## config.mk

```make
export PLATFORM = sky130hd
export DESIGN_NAME = osc_select
export DESIGN_NICKNAME = d
export VERILOG_FILES = /design/src/shared/osc_select_pkg.sv /design/src/rtl/osc_select.sv
export SDC_FILE = /design/constraint.sdc
export NUM_CORES = 1
export LEC_CHECK = 0
export ABC_CLOCK_PERIOD_IN_PS = 5300
export BUFFER_PORTS_ARGS = -buffer_cell sky130_fd_sc_hd__buf_2
export CAP_MARGIN = 20
export CELL_PAD_IN_SITES_DETAIL_PLACEMENT = 1
export CELL_PAD_IN_SITES_GLOBAL_PLACEMENT = 1
export CORE_ASPECT_RATIO = 0.9
export CORE_MARGIN = 5
export CORE_UTILIZATION = 40
export DETAILED_ROUTE_END_ITERATION = 6
export PLACE_DENSITY = 0.9
export SETUP_SLACK_MARGIN = 0.05
export SYNTH_ARGS = -nofsm -noshare
export SYNTH_HDL_FRONTEND = slang
export SYNTH_SLANG_ARGS = --single-unit
```

## constraint.sdc

```tcl
create_clock -name clk_sys_i -period 5.3 [get_ports clk_sys_i]
set_clock_uncertainty 0.1 [all_clocks]
set_input_delay 0.265 -clock clk_sys_i [delete_from_list [all_inputs] [get_ports clk_sys_i]]
set_output_delay 0.265 -clock clk_sys_i [all_outputs]
set_load 0.1 [all_outputs]
```

## src/shared/osc_select_pkg.sv

```systemverilog
// Constants, types and reset state for the system oscillator select block
package osc_select_pkg;

	// System clock 250 MHz, period 4 ns; rates held in kHz
	localparam int unsigned CLK_PERIOD_NS = 4;
	localparam int unsigned CLK_KHZ = 1000000 / CLK_PERIOD_NS;
	localparam int unsigned REF_KHZ = 500;
	localparam int unsigned LOCK_KHZ = 16000;
	localparam int unsigned ACC_W = 19;
	localparam logic [ACC_W-1:0] ACC_MOD = ACC_W'(CLK_KHZ);
	localparam logic [ACC_W-1:0] STEP_REF = ACC_W'(REF_KHZ);
	localparam logic [ACC_W-1:0] STEP_LOCK = ACC_W'(LOCK_KHZ);

	// Crystal start-up count
	localparam int unsigned OST_W = 11;
	localparam logic [OST_W-1:0] OST_OSC = 11'h400;

	// Clock source select codes
	localparam logic [2:0] SRC_LOW_GAIN = 3'h0;
	localparam logic [2:0] SRC_MED_GAIN = 3'h1;
	localparam logic [2:0] SRC_HIGH_GAIN = 3'h2;
	localparam logic [2:0] SRC_EXT_LOGIC = 3'h3;
	localparam logic [2:0] SRC_INT_PINS_FREE = 3'h4;
	localparam logic [2:0] SRC_INT_QUARTER_RATE_CLOCK_OUTPUT = 3'h5;
	localparam logic [2:0] SRC_RC_PINS_FREE = 3'h6;
	localparam logic [2:0] SRC_RC_QUARTER_RATE_CLOCK_OUTPUT = 3'h7;

	// Internal frequency select codes
	localparam logic [1:0] IFREQ_DIV1 = 2'h3;
	localparam logic [1:0] IFREQ_DIV2 = 2'h2;
	localparam logic [1:0] IFREQ_DIV4 = 2'h1;
	localparam logic [1:0] IFREQ_DIV8 = 2'h0;
	localparam logic [2:0] MASK_DIV1 = 3'h0;
	localparam logic [2:0] MASK_DIV2 = 3'h1;
	localparam logic [2:0] MASK_DIV4 = 3'h3;
	localparam logic [2:0] MASK_DIV8 = 3'h7;

	// Amplifier gain codes
	localparam logic [1:0] GAIN_OFF = 2'h0;
	localparam logic [1:0] GAIN_LOW = 2'h1;
	localparam logic [1:0] GAIN_MED = 2'h2;
	localparam logic [1:0] GAIN_HIGH = 2'h3;

	// Register byte addresses and fields
	localparam int unsigned ADDR_W = 8;
	localparam logic [ADDR_W-1:0] ADDR_CFG = 8'h00;
	localparam logic [ADDR_W-1:0] ADDR_OSC_CTL = 8'h04;
	localparam logic [ADDR_W-1:0] ADDR_STATUS = 8'h08;
	localparam int unsigned CFG_LOCK_BIT = 3;
	localparam int unsigned ST_GAIN_LSB = 1;
	localparam int unsigned ST_CNT_LSB = 16;

	// Reset values
	localparam logic [2:0] RST_SRC = SRC_INT_PINS_FREE;
	localparam logic RST_LOCK = 1'b1;
	localparam logic [1:0] RST_IFREQ = IFREQ_DIV2;

	// AHB-Lite
	localparam logic HRESP_OKAY = 1'b0;

	typedef enum logic [2:0] {
		ST_POWER_UP_DELAY_TIMER = 3'b001,
		ST_OST = 3'b010,
		ST_RUN = 3'b100
	} su_state_t;

	typedef struct packed {
		logic hsel;
		logic [31:0] haddr;
		logic [1:0] htrans;
		logic hwrite;
		logic [2:0] hsize;
		logic [31:0] hwdata;
		logic hready;
	} ahb_req_t;

	typedef struct packed {
		logic [31:0] hrdata;
		logic hreadyout;
		logic hresp;
	} ahb_rsp_t;

	typedef struct packed {
		ahb_rsp_t rsp;
		logic wr_pend;
		logic [ADDR_W-1:0] addr;
		logic [2:0] src_sel;
		logic lock;
		logic [1:0] ifreq;
		logic [ACC_W-1:0] acc;
		logic [2:0] div;
		logic [1:0] qcnt;
		logic xin_s1;
		logic xin_s2;
		logic xin_s3;
		su_state_t su;
		logic [OST_W-1:0] ost_cnt;
		logic fosc_en;
		logic core_hold;
		logic [1:0] gain;
		logic xout;
		logic xout_oe;
		logic xin_gpio;
		logic xout_gpio;
	} state_t;

	localparam state_t STATE_RST = '{
		rsp: '{hrdata: 32'h0, hreadyout: 1'b1, hresp: HRESP_OKAY},
		wr_pend: 1'b0, addr: '0, src_sel: RST_SRC, lock: RST_LOCK,
		ifreq: RST_IFREQ, acc: '0, div: '0, qcnt: '0,
		xin_s1: 1'b0, xin_s2: 1'b0, xin_s3: 1'b0, su: ST_POWER_UP_DELAY_TIMER,
		ost_cnt: '0, fosc_en: 1'b0, core_hold: 1'b1, gain: GAIN_OFF,
		xout: 1'b0, xout_oe: 1'b0, xin_gpio: 1'b0, xout_gpio: 1'b0
	};

endpackage

```

## src/rtl/osc_select.sv

```systemverilog
// System oscillator select: source choice, postscaler, start-up hold, pins
//
// Design decisions made here: the register offsets and the AHB-Lite slave port.
module osc_select (
	// Clock and reset
	input wire logic clk_sys_i,
	input wire logic rst_i,
	// Register bus
	input wire osc_select_pkg::ahb_req_t ahb_i,
	output osc_select_pkg::ahb_rsp_t ahb_o,
	// Power and sleep events from the core
	input wire logic power_up_delay_timer_done_i,
	input wire logic wake_i,
	// Oscillator pins
	input wire logic crystal_in_pin_i,
	output logic crystal_out_pin_o,
	output logic crystal_out_pin_oe_o,
	output logic crystal_in_gpio_o,
	output logic crystal_out_gpio_o,
	// Clocking results
	output logic fosc_en_o,
	output logic core_hold_o,
	output logic [1:0] amp_gain_o
);

	osc_select_pkg::state_t s_q;
	osc_select_pkg::state_t s_d;
	logic take;
	logic xin_rise;
	logic is_int;
	logic is_xtal;
	logic clk_out_mode;
	logic src_tick;
	logic int_tick;
	logic tick;
	logic [2:0] div_mask;
	logic [osc_select_pkg::ACC_W-1:0] step;
	logic [osc_select_pkg::ACC_W-1:0] acc_sum;
	logic [31:0] rd;

	////////////////////////////////////////////////////////////////////////
	// Next state
	always_comb begin
		s_d = s_q;
		rd = 32'h0;

		// In-pin synchroniser; only the second and third stages are looked at
		s_d.xin_s1 = crystal_in_pin_i;
		s_d.xin_s2 = s_q.xin_s1;
		s_d.xin_s3 = s_q.xin_s2;
		xin_rise = s_q.xin_s2 & ~s_q.xin_s3;

		// Data phase of a write; unmapped addresses are ignored
		if (s_q.wr_pend) begin
			if (s_q.addr == osc_select_pkg::ADDR_CFG) begin
				s_d.src_sel = ahb_i.hwdata[2:0];
				s_d.lock = ahb_i.hwdata[osc_select_pkg::CFG_LOCK_BIT];
			end else if (s_q.addr == osc_select_pkg::ADDR_OSC_CTL) begin
				s_d.ifreq = ahb_i.hwdata[1:0];
			end
		end

		// Address phase
		take = ahb_i.hsel & ahb_i.hready & ahb_i.htrans[1];
		s_d.wr_pend = take & ahb_i.hwrite;
		if (take) begin
			s_d.addr = ahb_i.haddr[osc_select_pkg::ADDR_W-1:0];
		end

		// Mode decode from the source select field
		is_int = (s_q.src_sel == osc_select_pkg::SRC_INT_PINS_FREE)
			| (s_q.src_sel == osc_select_pkg::SRC_INT_QUARTER_RATE_CLOCK_OUTPUT);
		is_xtal = (s_q.src_sel == osc_select_pkg::SRC_LOW_GAIN)
			| (s_q.src_sel == osc_select_pkg::SRC_MED_GAIN)
			| (s_q.src_sel == osc_select_pkg::SRC_HIGH_GAIN);
		clk_out_mode = (s_q.src_sel == osc_select_pkg::SRC_INT_QUARTER_RATE_CLOCK_OUTPUT)
			| (s_q.src_sel == osc_select_pkg::SRC_RC_QUARTER_RATE_CLOCK_OUTPUT);

		// Internal source: fractional accumulator gives exact average rate
		step = s_q.lock ? osc_select_pkg::STEP_LOCK : osc_select_pkg::STEP_REF;
		acc_sum = s_q.acc + step;
		src_tick = (acc_sum >= osc_select_pkg::ACC_MOD);
		s_d.acc = src_tick ? (acc_sum - osc_select_pkg::ACC_MOD) : acc_sum;

		// Postscaler; counter keeps running so a new setting needs no restart
		case (s_q.ifreq)
			osc_select_pkg::IFREQ_DIV1: div_mask = osc_select_pkg::MASK_DIV1;
			osc_select_pkg::IFREQ_DIV2: div_mask = osc_select_pkg::MASK_DIV2;
			osc_select_pkg::IFREQ_DIV4: div_mask = osc_select_pkg::MASK_DIV4;
			default: div_mask = osc_select_pkg::MASK_DIV8;
		endcase
		if (src_tick) begin
			s_d.div = s_q.div + 3'h1;
		end
		int_tick = src_tick & ((s_q.div & div_mask) == div_mask);

		// External sources tick on in-pin edges; no edge means no progress
		tick = is_int ? int_tick : xin_rise;
		s_d.fosc_en = tick;

		// Quarter-rate clock on the out-pin
		if (tick) begin
			s_d.qcnt = s_q.qcnt + 2'h1;
		end
		s_d.xout = clk_out_mode & s_d.qcnt[1];
		s_d.xout_oe = clk_out_mode;
		s_d.xin_gpio = is_int;
		s_d.xout_gpio = (s_q.src_sel == osc_select_pkg::SRC_INT_PINS_FREE)
			| (s_q.src_sel == osc_select_pkg::SRC_EXT_LOGIC)
			| (s_q.src_sel == osc_select_pkg::SRC_RC_PINS_FREE);

		// Amplifier gain
		case (s_q.src_sel)
			osc_select_pkg::SRC_LOW_GAIN: s_d.gain = osc_select_pkg::GAIN_LOW;
			osc_select_pkg::SRC_MED_GAIN: s_d.gain = osc_select_pkg::GAIN_MED;
			osc_select_pkg::SRC_HIGH_GAIN: s_d.gain = osc_select_pkg::GAIN_HIGH;
			default: s_d.gain = osc_select_pkg::GAIN_OFF;
		endcase

		// Start-up sequence
		case (s_q.su)
			osc_select_pkg::ST_POWER_UP_DELAY_TIMER: begin
				s_d.ost_cnt = '0;
				if (power_up_delay_timer_done_i) begin
					s_d.su = is_xtal ? osc_select_pkg::ST_OST
						: osc_select_pkg::ST_RUN;
				end
			end
			osc_select_pkg::ST_OST: begin
				if (xin_rise) begin
					s_d.ost_cnt = s_q.ost_cnt + 11'h1;
				end
				if (s_d.ost_cnt == osc_select_pkg::OST_OSC) begin
					s_d.su = osc_select_pkg::ST_RUN;
				end
			end
			osc_select_pkg::ST_RUN: begin
				// Wake restarts the count only for crystal sources
				if (wake_i & is_xtal) begin
					s_d.ost_cnt = '0;
					s_d.su = osc_select_pkg::ST_OST;
				end
			end
			default: s_d.su = osc_select_pkg::ST_POWER_UP_DELAY_TIMER;
		endcase
		s_d.core_hold = (s_d.su != osc_select_pkg::ST_RUN);

		// Config read data from next values so a write is seen by a read right after; status reads current values
		if (take & ~ahb_i.hwrite) begin
			if (s_d.addr == osc_select_pkg::ADDR_CFG) begin
				rd[2:0] = s_d.src_sel;
				rd[osc_select_pkg::CFG_LOCK_BIT] = s_d.lock;
			end else if (s_d.addr == osc_select_pkg::ADDR_OSC_CTL) begin
				rd[1:0] = s_d.ifreq;
			end else if (s_d.addr == osc_select_pkg::ADDR_STATUS) begin
				rd[0] = s_q.core_hold;
				rd[osc_select_pkg::ST_GAIN_LSB +: 2] = s_q.gain;
				rd[osc_select_pkg::ST_CNT_LSB +: osc_select_pkg::OST_W] = s_q.ost_cnt;
			end
		end
		s_d.rsp.hrdata = rd;
		s_d.rsp.hreadyout = 1'b1;
		s_d.rsp.hresp = osc_select_pkg::HRESP_OKAY;
	end

	////////////////////////////////////////////////////////////////////////
	// State register; reset reloads the frequency select default
	always_ff @(posedge clk_sys_i) begin
		if (rst_i) begin
			s_q <= osc_select_pkg::STATE_RST;
		end else begin
			s_q <= s_d;
		end
	end

	////////////////////////////////////////////////////////////////////////
	// Outputs straight from the state register
	assign ahb_o = s_q.rsp;
	assign fosc_en_o = s_q.fosc_en;
	assign core_hold_o = s_q.core_hold;
	assign amp_gain_o = s_q.gain;
	assign crystal_out_pin_o = s_q.xout;
	assign crystal_out_pin_oe_o = s_q.xout_oe;
	assign crystal_in_gpio_o = s_q.xin_gpio;
	assign crystal_out_gpio_o = s_q.xout_gpio;

endmodule // osc_select

```

==> results.sh <==
export IMPL_cts_buffer_depth=2
export IMPL_via_count=4100
export IMPL_postRouteWirelength_mm=12.4
export IMPL_die_area_sq_um=13800
export IMPL_start_util_pct=40.6
export IMPL_clkTransAtPathRegs_ns=0.06
export IMPL_p_comb_share_pct=39.0
export IMPL_required_ns=5.42
export IMPL_crit_family="compound AO/OA/AOI/OAI gates"
export IMPL_p_per_area_nw_per_um2=404
export IMPL_cts_tree="yes"
export IMPL_rows=37
export IMPL_muxShareOfSynthArea_pct=3.46
export IMPL_p_int_mw=1.23
export IMPL_path_max_fanout=14
export IMPL_synth_xor_area_share_pct=3.98
export IMPL_reg2reg_to="s_q[46]"
export IMPL_p_seq_share_pct=32.7
export IMPL_cp_startpoint="s_q[51]"
export IMPL_final_nets=667
export IMPL_clkSinkCount=77
export IMPL_synth_compound_area_share_pct=19.1
export IMPL_post_place_ws_ns=1.23
export IMPL_maxSlewHeadroom_pct=44.9
export IMPL_ys_seq_area_share_pct=33.3
export IMPL_ys_warnings_count=0
export IMPL_r2r_slack_ns=1.22
export IMPL_gp_congestion=0.816
export IMPL_syn_avg_cell_area_sq_um=8.27
export IMPL_die_h_microns=112
export IMPL_synth_seq_cells=77
export IMPL_ys_async_sr_fraction_pct=0
export IMPL_cts_root_buf="clkbuf_16"
export IMPL_dp_hpwl_mm=9.08
export IMPL_placed_area_sq_um=4760
export IMPL_drive_gt1_share_pct=14.8
export IMPL_diodes=0
export IMPL_synth_adder_area_share_pct=4.06
export IMPL_multi_input_area_sq_um=2730
export IMPL_core_sq_um=11400
export IMPL_r2r_cells=11
export IMPL_cts_resized=0
export IMPL_layout_setup_ws_ns=1.22
export IMPL_wl_per_cell_microns=16.8
export IMPL_ys_flop_type="dfxtp_1"
export IMPL_synth_top_family_by_area="simple AND/OR/NAND/NOR gates"
export IMPL_crit_cells=11
export IMPL_drt_drc_violations_left=0
export IMPL_fin_tns_setup_ns=0
export IMPL_critPathBufInv=1
export IMPL_min_path_type="in2reg"
export IMPL_syn_area_sq_um=4630
export IMPL_synth_edf_count=0
export IMPL_finalSetupViolCount=0
export IMPL_yosys_area_share_simple_pct=27.0
export IMPL_slowest_stage="o21a_1"
export IMPL_status="finished, final reports clean"
export IMPL_max_stage_delay_ns=0.58
export IMPL_hold_violations=0
export IMPL_drv_cap=0
export IMPL_worstPathCellList="inv_1, ha_1, ha_1, a211oi_1, o21ai_1, nand3b_1, nand2_1, o41ai_4, o21a_1, nor4_1, or3_1"
export IMPL_cts_setup_buffers=0
export IMPL_crit_type="reg2reg"
export IMPL_critical_path_most_common_cell="ha_1"
export IMPL_antenna_found_initial=0
export IMPL_h_tree_depth=3
export IMPL_final_cell_area_sq_um=5040
export IMPL_fin_crit_sh_pct=76.9
export IMPL_die_x_microns=123
export IMPL_drtIter0Drc=202
export IMPL_worst_pin_slew_ns=0.826
export IMPL_grt_pass1_vias=4144
export IMPL_synthCells=559
export IMPL_holdBufCountCts=0
export IMPL_clk_latency_ns=0.34
export IMPL_grt_overflow=0
export IMPL_nFillCells=1428
export IMPL_end_kind="flip-flop"
export IMPL_numCtsBuffers=9
export IMPL_first_pass_iters=4
export IMPL_grt_max_degree=79
export IMPL_cp_endpoint="s_q[46]"
export IMPL_final_seq_area_sq_um=1540
export IMPL_switching_share_pct=39.7
export IMPL_viasPerCell=5.57
export IMPL_crit_path_start_kind="flip-flop"
export IMPL_grt_use_total_pct=18.0
export IMPL_maxSlewViolCount=0
export IMPL_portBuffers=43
export IMPL_timing_final_crit_period_ns=4.08
export IMPL_leakagePower_nw=2.03
export IMPL_ir_worst_vdd_mv=0.142
export IMPL_p_sw_mw=0.807
export IMPL_area_delta_synth_final_pct=8.93
export IMPL_fmax_ghz=0.245
export IMPL_arrival_ns=4.20
export IMPL_clkPwrFrac_pct=28.3
export IMPL_synth_cell_types=73
export IMPL_ant_nets=0
export IMPL_io_pins=119
export IMPL_rsz0062_at_grt="false"
export IMPL_grt_pass1_wl_mm=20.1
export IMPL_reg2reg_from="s_q[51]"
## sequential cells by signal (all words and copies together) (netlist names)
signal / cells
core_hold_o: 1
crystal_in_gpio_o: 1
fosc_en_o: 1
s_q: 52
amp_gain_o: 2
crystal_out_pin_o: 1
crystal_out_pin_oe_o: 1
crystal_out_gpio_o: 1
ahb_o: 15
s_d: 2
## worst min path at each step
| stage | cells after the start | endpoint | startpoint | slack, ns |
|---|---|---|---|---|
| 2_1_floorplan | 1 | s_d[23] | crystal_in_pin_i | 0.29 |
| 3_3_place_gp | 1 | s_d[22] | s_d[23] | 0.32 |
| 3_5_place_dp | 2 | s_q[61] | s_q[61] | 0.36 |
| 4_1_cts | 2 | s_d[23] | crystal_in_pin_i | 0.04 |
| 5_1_grt | 2 | s_d[23] | crystal_in_pin_i | 0.03 |
| 6_report | 2 | s_d[23] | crystal_in_pin_i | 0.04 |
## Yosys cell counts, types with 3 or more instances
master | count | share of area [%]
dfxtp_1 | 77 | 33
nand2_1 | 51 | 4.1
nor2_1 | 47 | 3.8
a21oi_1 | 40 | 4.3
buf_4 | 36 | 5.8
o21ai_0 | 25 | 2.7
clkbuf_1 | 18 | 1.5
nor3_1 | 18 | 1.9
and2_1 | 17 | 2.3
xnor2_1 | 16 | 3.0
ha_1 | 15 | 4.1
inv_1 | 12 | 0.97
nand3_1 | 12 | 1.3
and3_1 | 10 | 1.4
nand2b_1 | 9 | 1.2
nand3b_1 | 9 | 1.5
nor2b_1 | 9 | 1.2
nor4_1 | 9 | 1.2
mux2i_1 | 7 | 1.5
nand4_1 | 7 | 0.95
a21o_1 | 6 | 0.97
mux2_2 | 6 | 1.5
nor3b_1 | 6 | 0.97
or3_1 | 6 | 0.81
a211oi_1 | 5 | 0.81
o21ai_1 | 5 | 0.54
xor2_1 | 5 | 0.95
buf_2 | 4 | 0.43
nand4b_1 | 4 | 0.76
o211ai_1 | 4 | 0.65
or2_2 | 4 | 0.54
a311oi_1 | 3 | 0.57
o21a_1 | 3 | 0.49
o21bai_1 | 3 | 0.49
## placed cells by master (no fill, tap or decap), types with 9 or more instances in the layout
cell       instances
nor2b_1            9
xnor2_1           16
ha_1              15
dfxtp_1           77
nor2_1            47
nand2b_1           9
nor3_1            18
and3_1            10
a21oi_1           40
o21ai_0           25
conb_1            19
nand3b_1           9
nor4_1             9
nand2_1           51
buf_2             43
clkbuf_16          9
and2_1            17
nand3_1           12
inv_1             12
## through the flow
step | utilization [%] | power [mW] | hold slack (ns) | instances
finish | 44.2 | 2.03 | 0.0393 | 736
global route | 44.2 | 2.15 | 0.0288 | 736
CTS | 44.2 | 2.03 | 0.0357 | 736
detailed placement | 41.8 | 1.45 | 0.357 | 720
global placement | 41.8 | 1.40 | 0.320 | 720
floorplan | - | 1.30 | 0.293 | 576
## power by group through the flow
stage	sequential, mW	clock, mW	combinational (mW)
final	0.665	0.576	0.793
after global routing	0.671	0.613	0.865
after CTS	0.665	0.584	0.784
after detailed placement	0.678	0	0.770
after global placement	0.672	0	0.731
after floorplan	0.663	0	0.638
## metal layers
metal	global-route usage (%)	vias to the layer above	wire length, microns
li1	-	1987	-
met1	23.4	2014	5770
met2	29.9	80	5950
met3	3.83	19	476
met4	5.46	0	178
met5	0	-	0
## cell type report
cell class                      count  share of cell area [%]
Clock inverter                      5                   0.695
Inverter                           12                   0.894
Clock buffer                       11                    4.82
Sequential cell                    77                    30.6
Timing Repair Buffer               47                    4.87
Tap cell                          156                    3.87
Multi-Input combinational cell    428                    54.3
## cell families after synthesis
| logic type | count (synthesis) |
|---|---|
| and+or+nand+nor | 230 |
| adders and majority gates | 15 |
| other | 2 |
| DFF | 77 |
| xor gates and xnor gates | 21 |
| buffers and inverters | 71 |
| muxes | 15 |
| AOI/OAI and AO/OA | 128 |
Note: power is estimated with default switching activity, not from simulation.
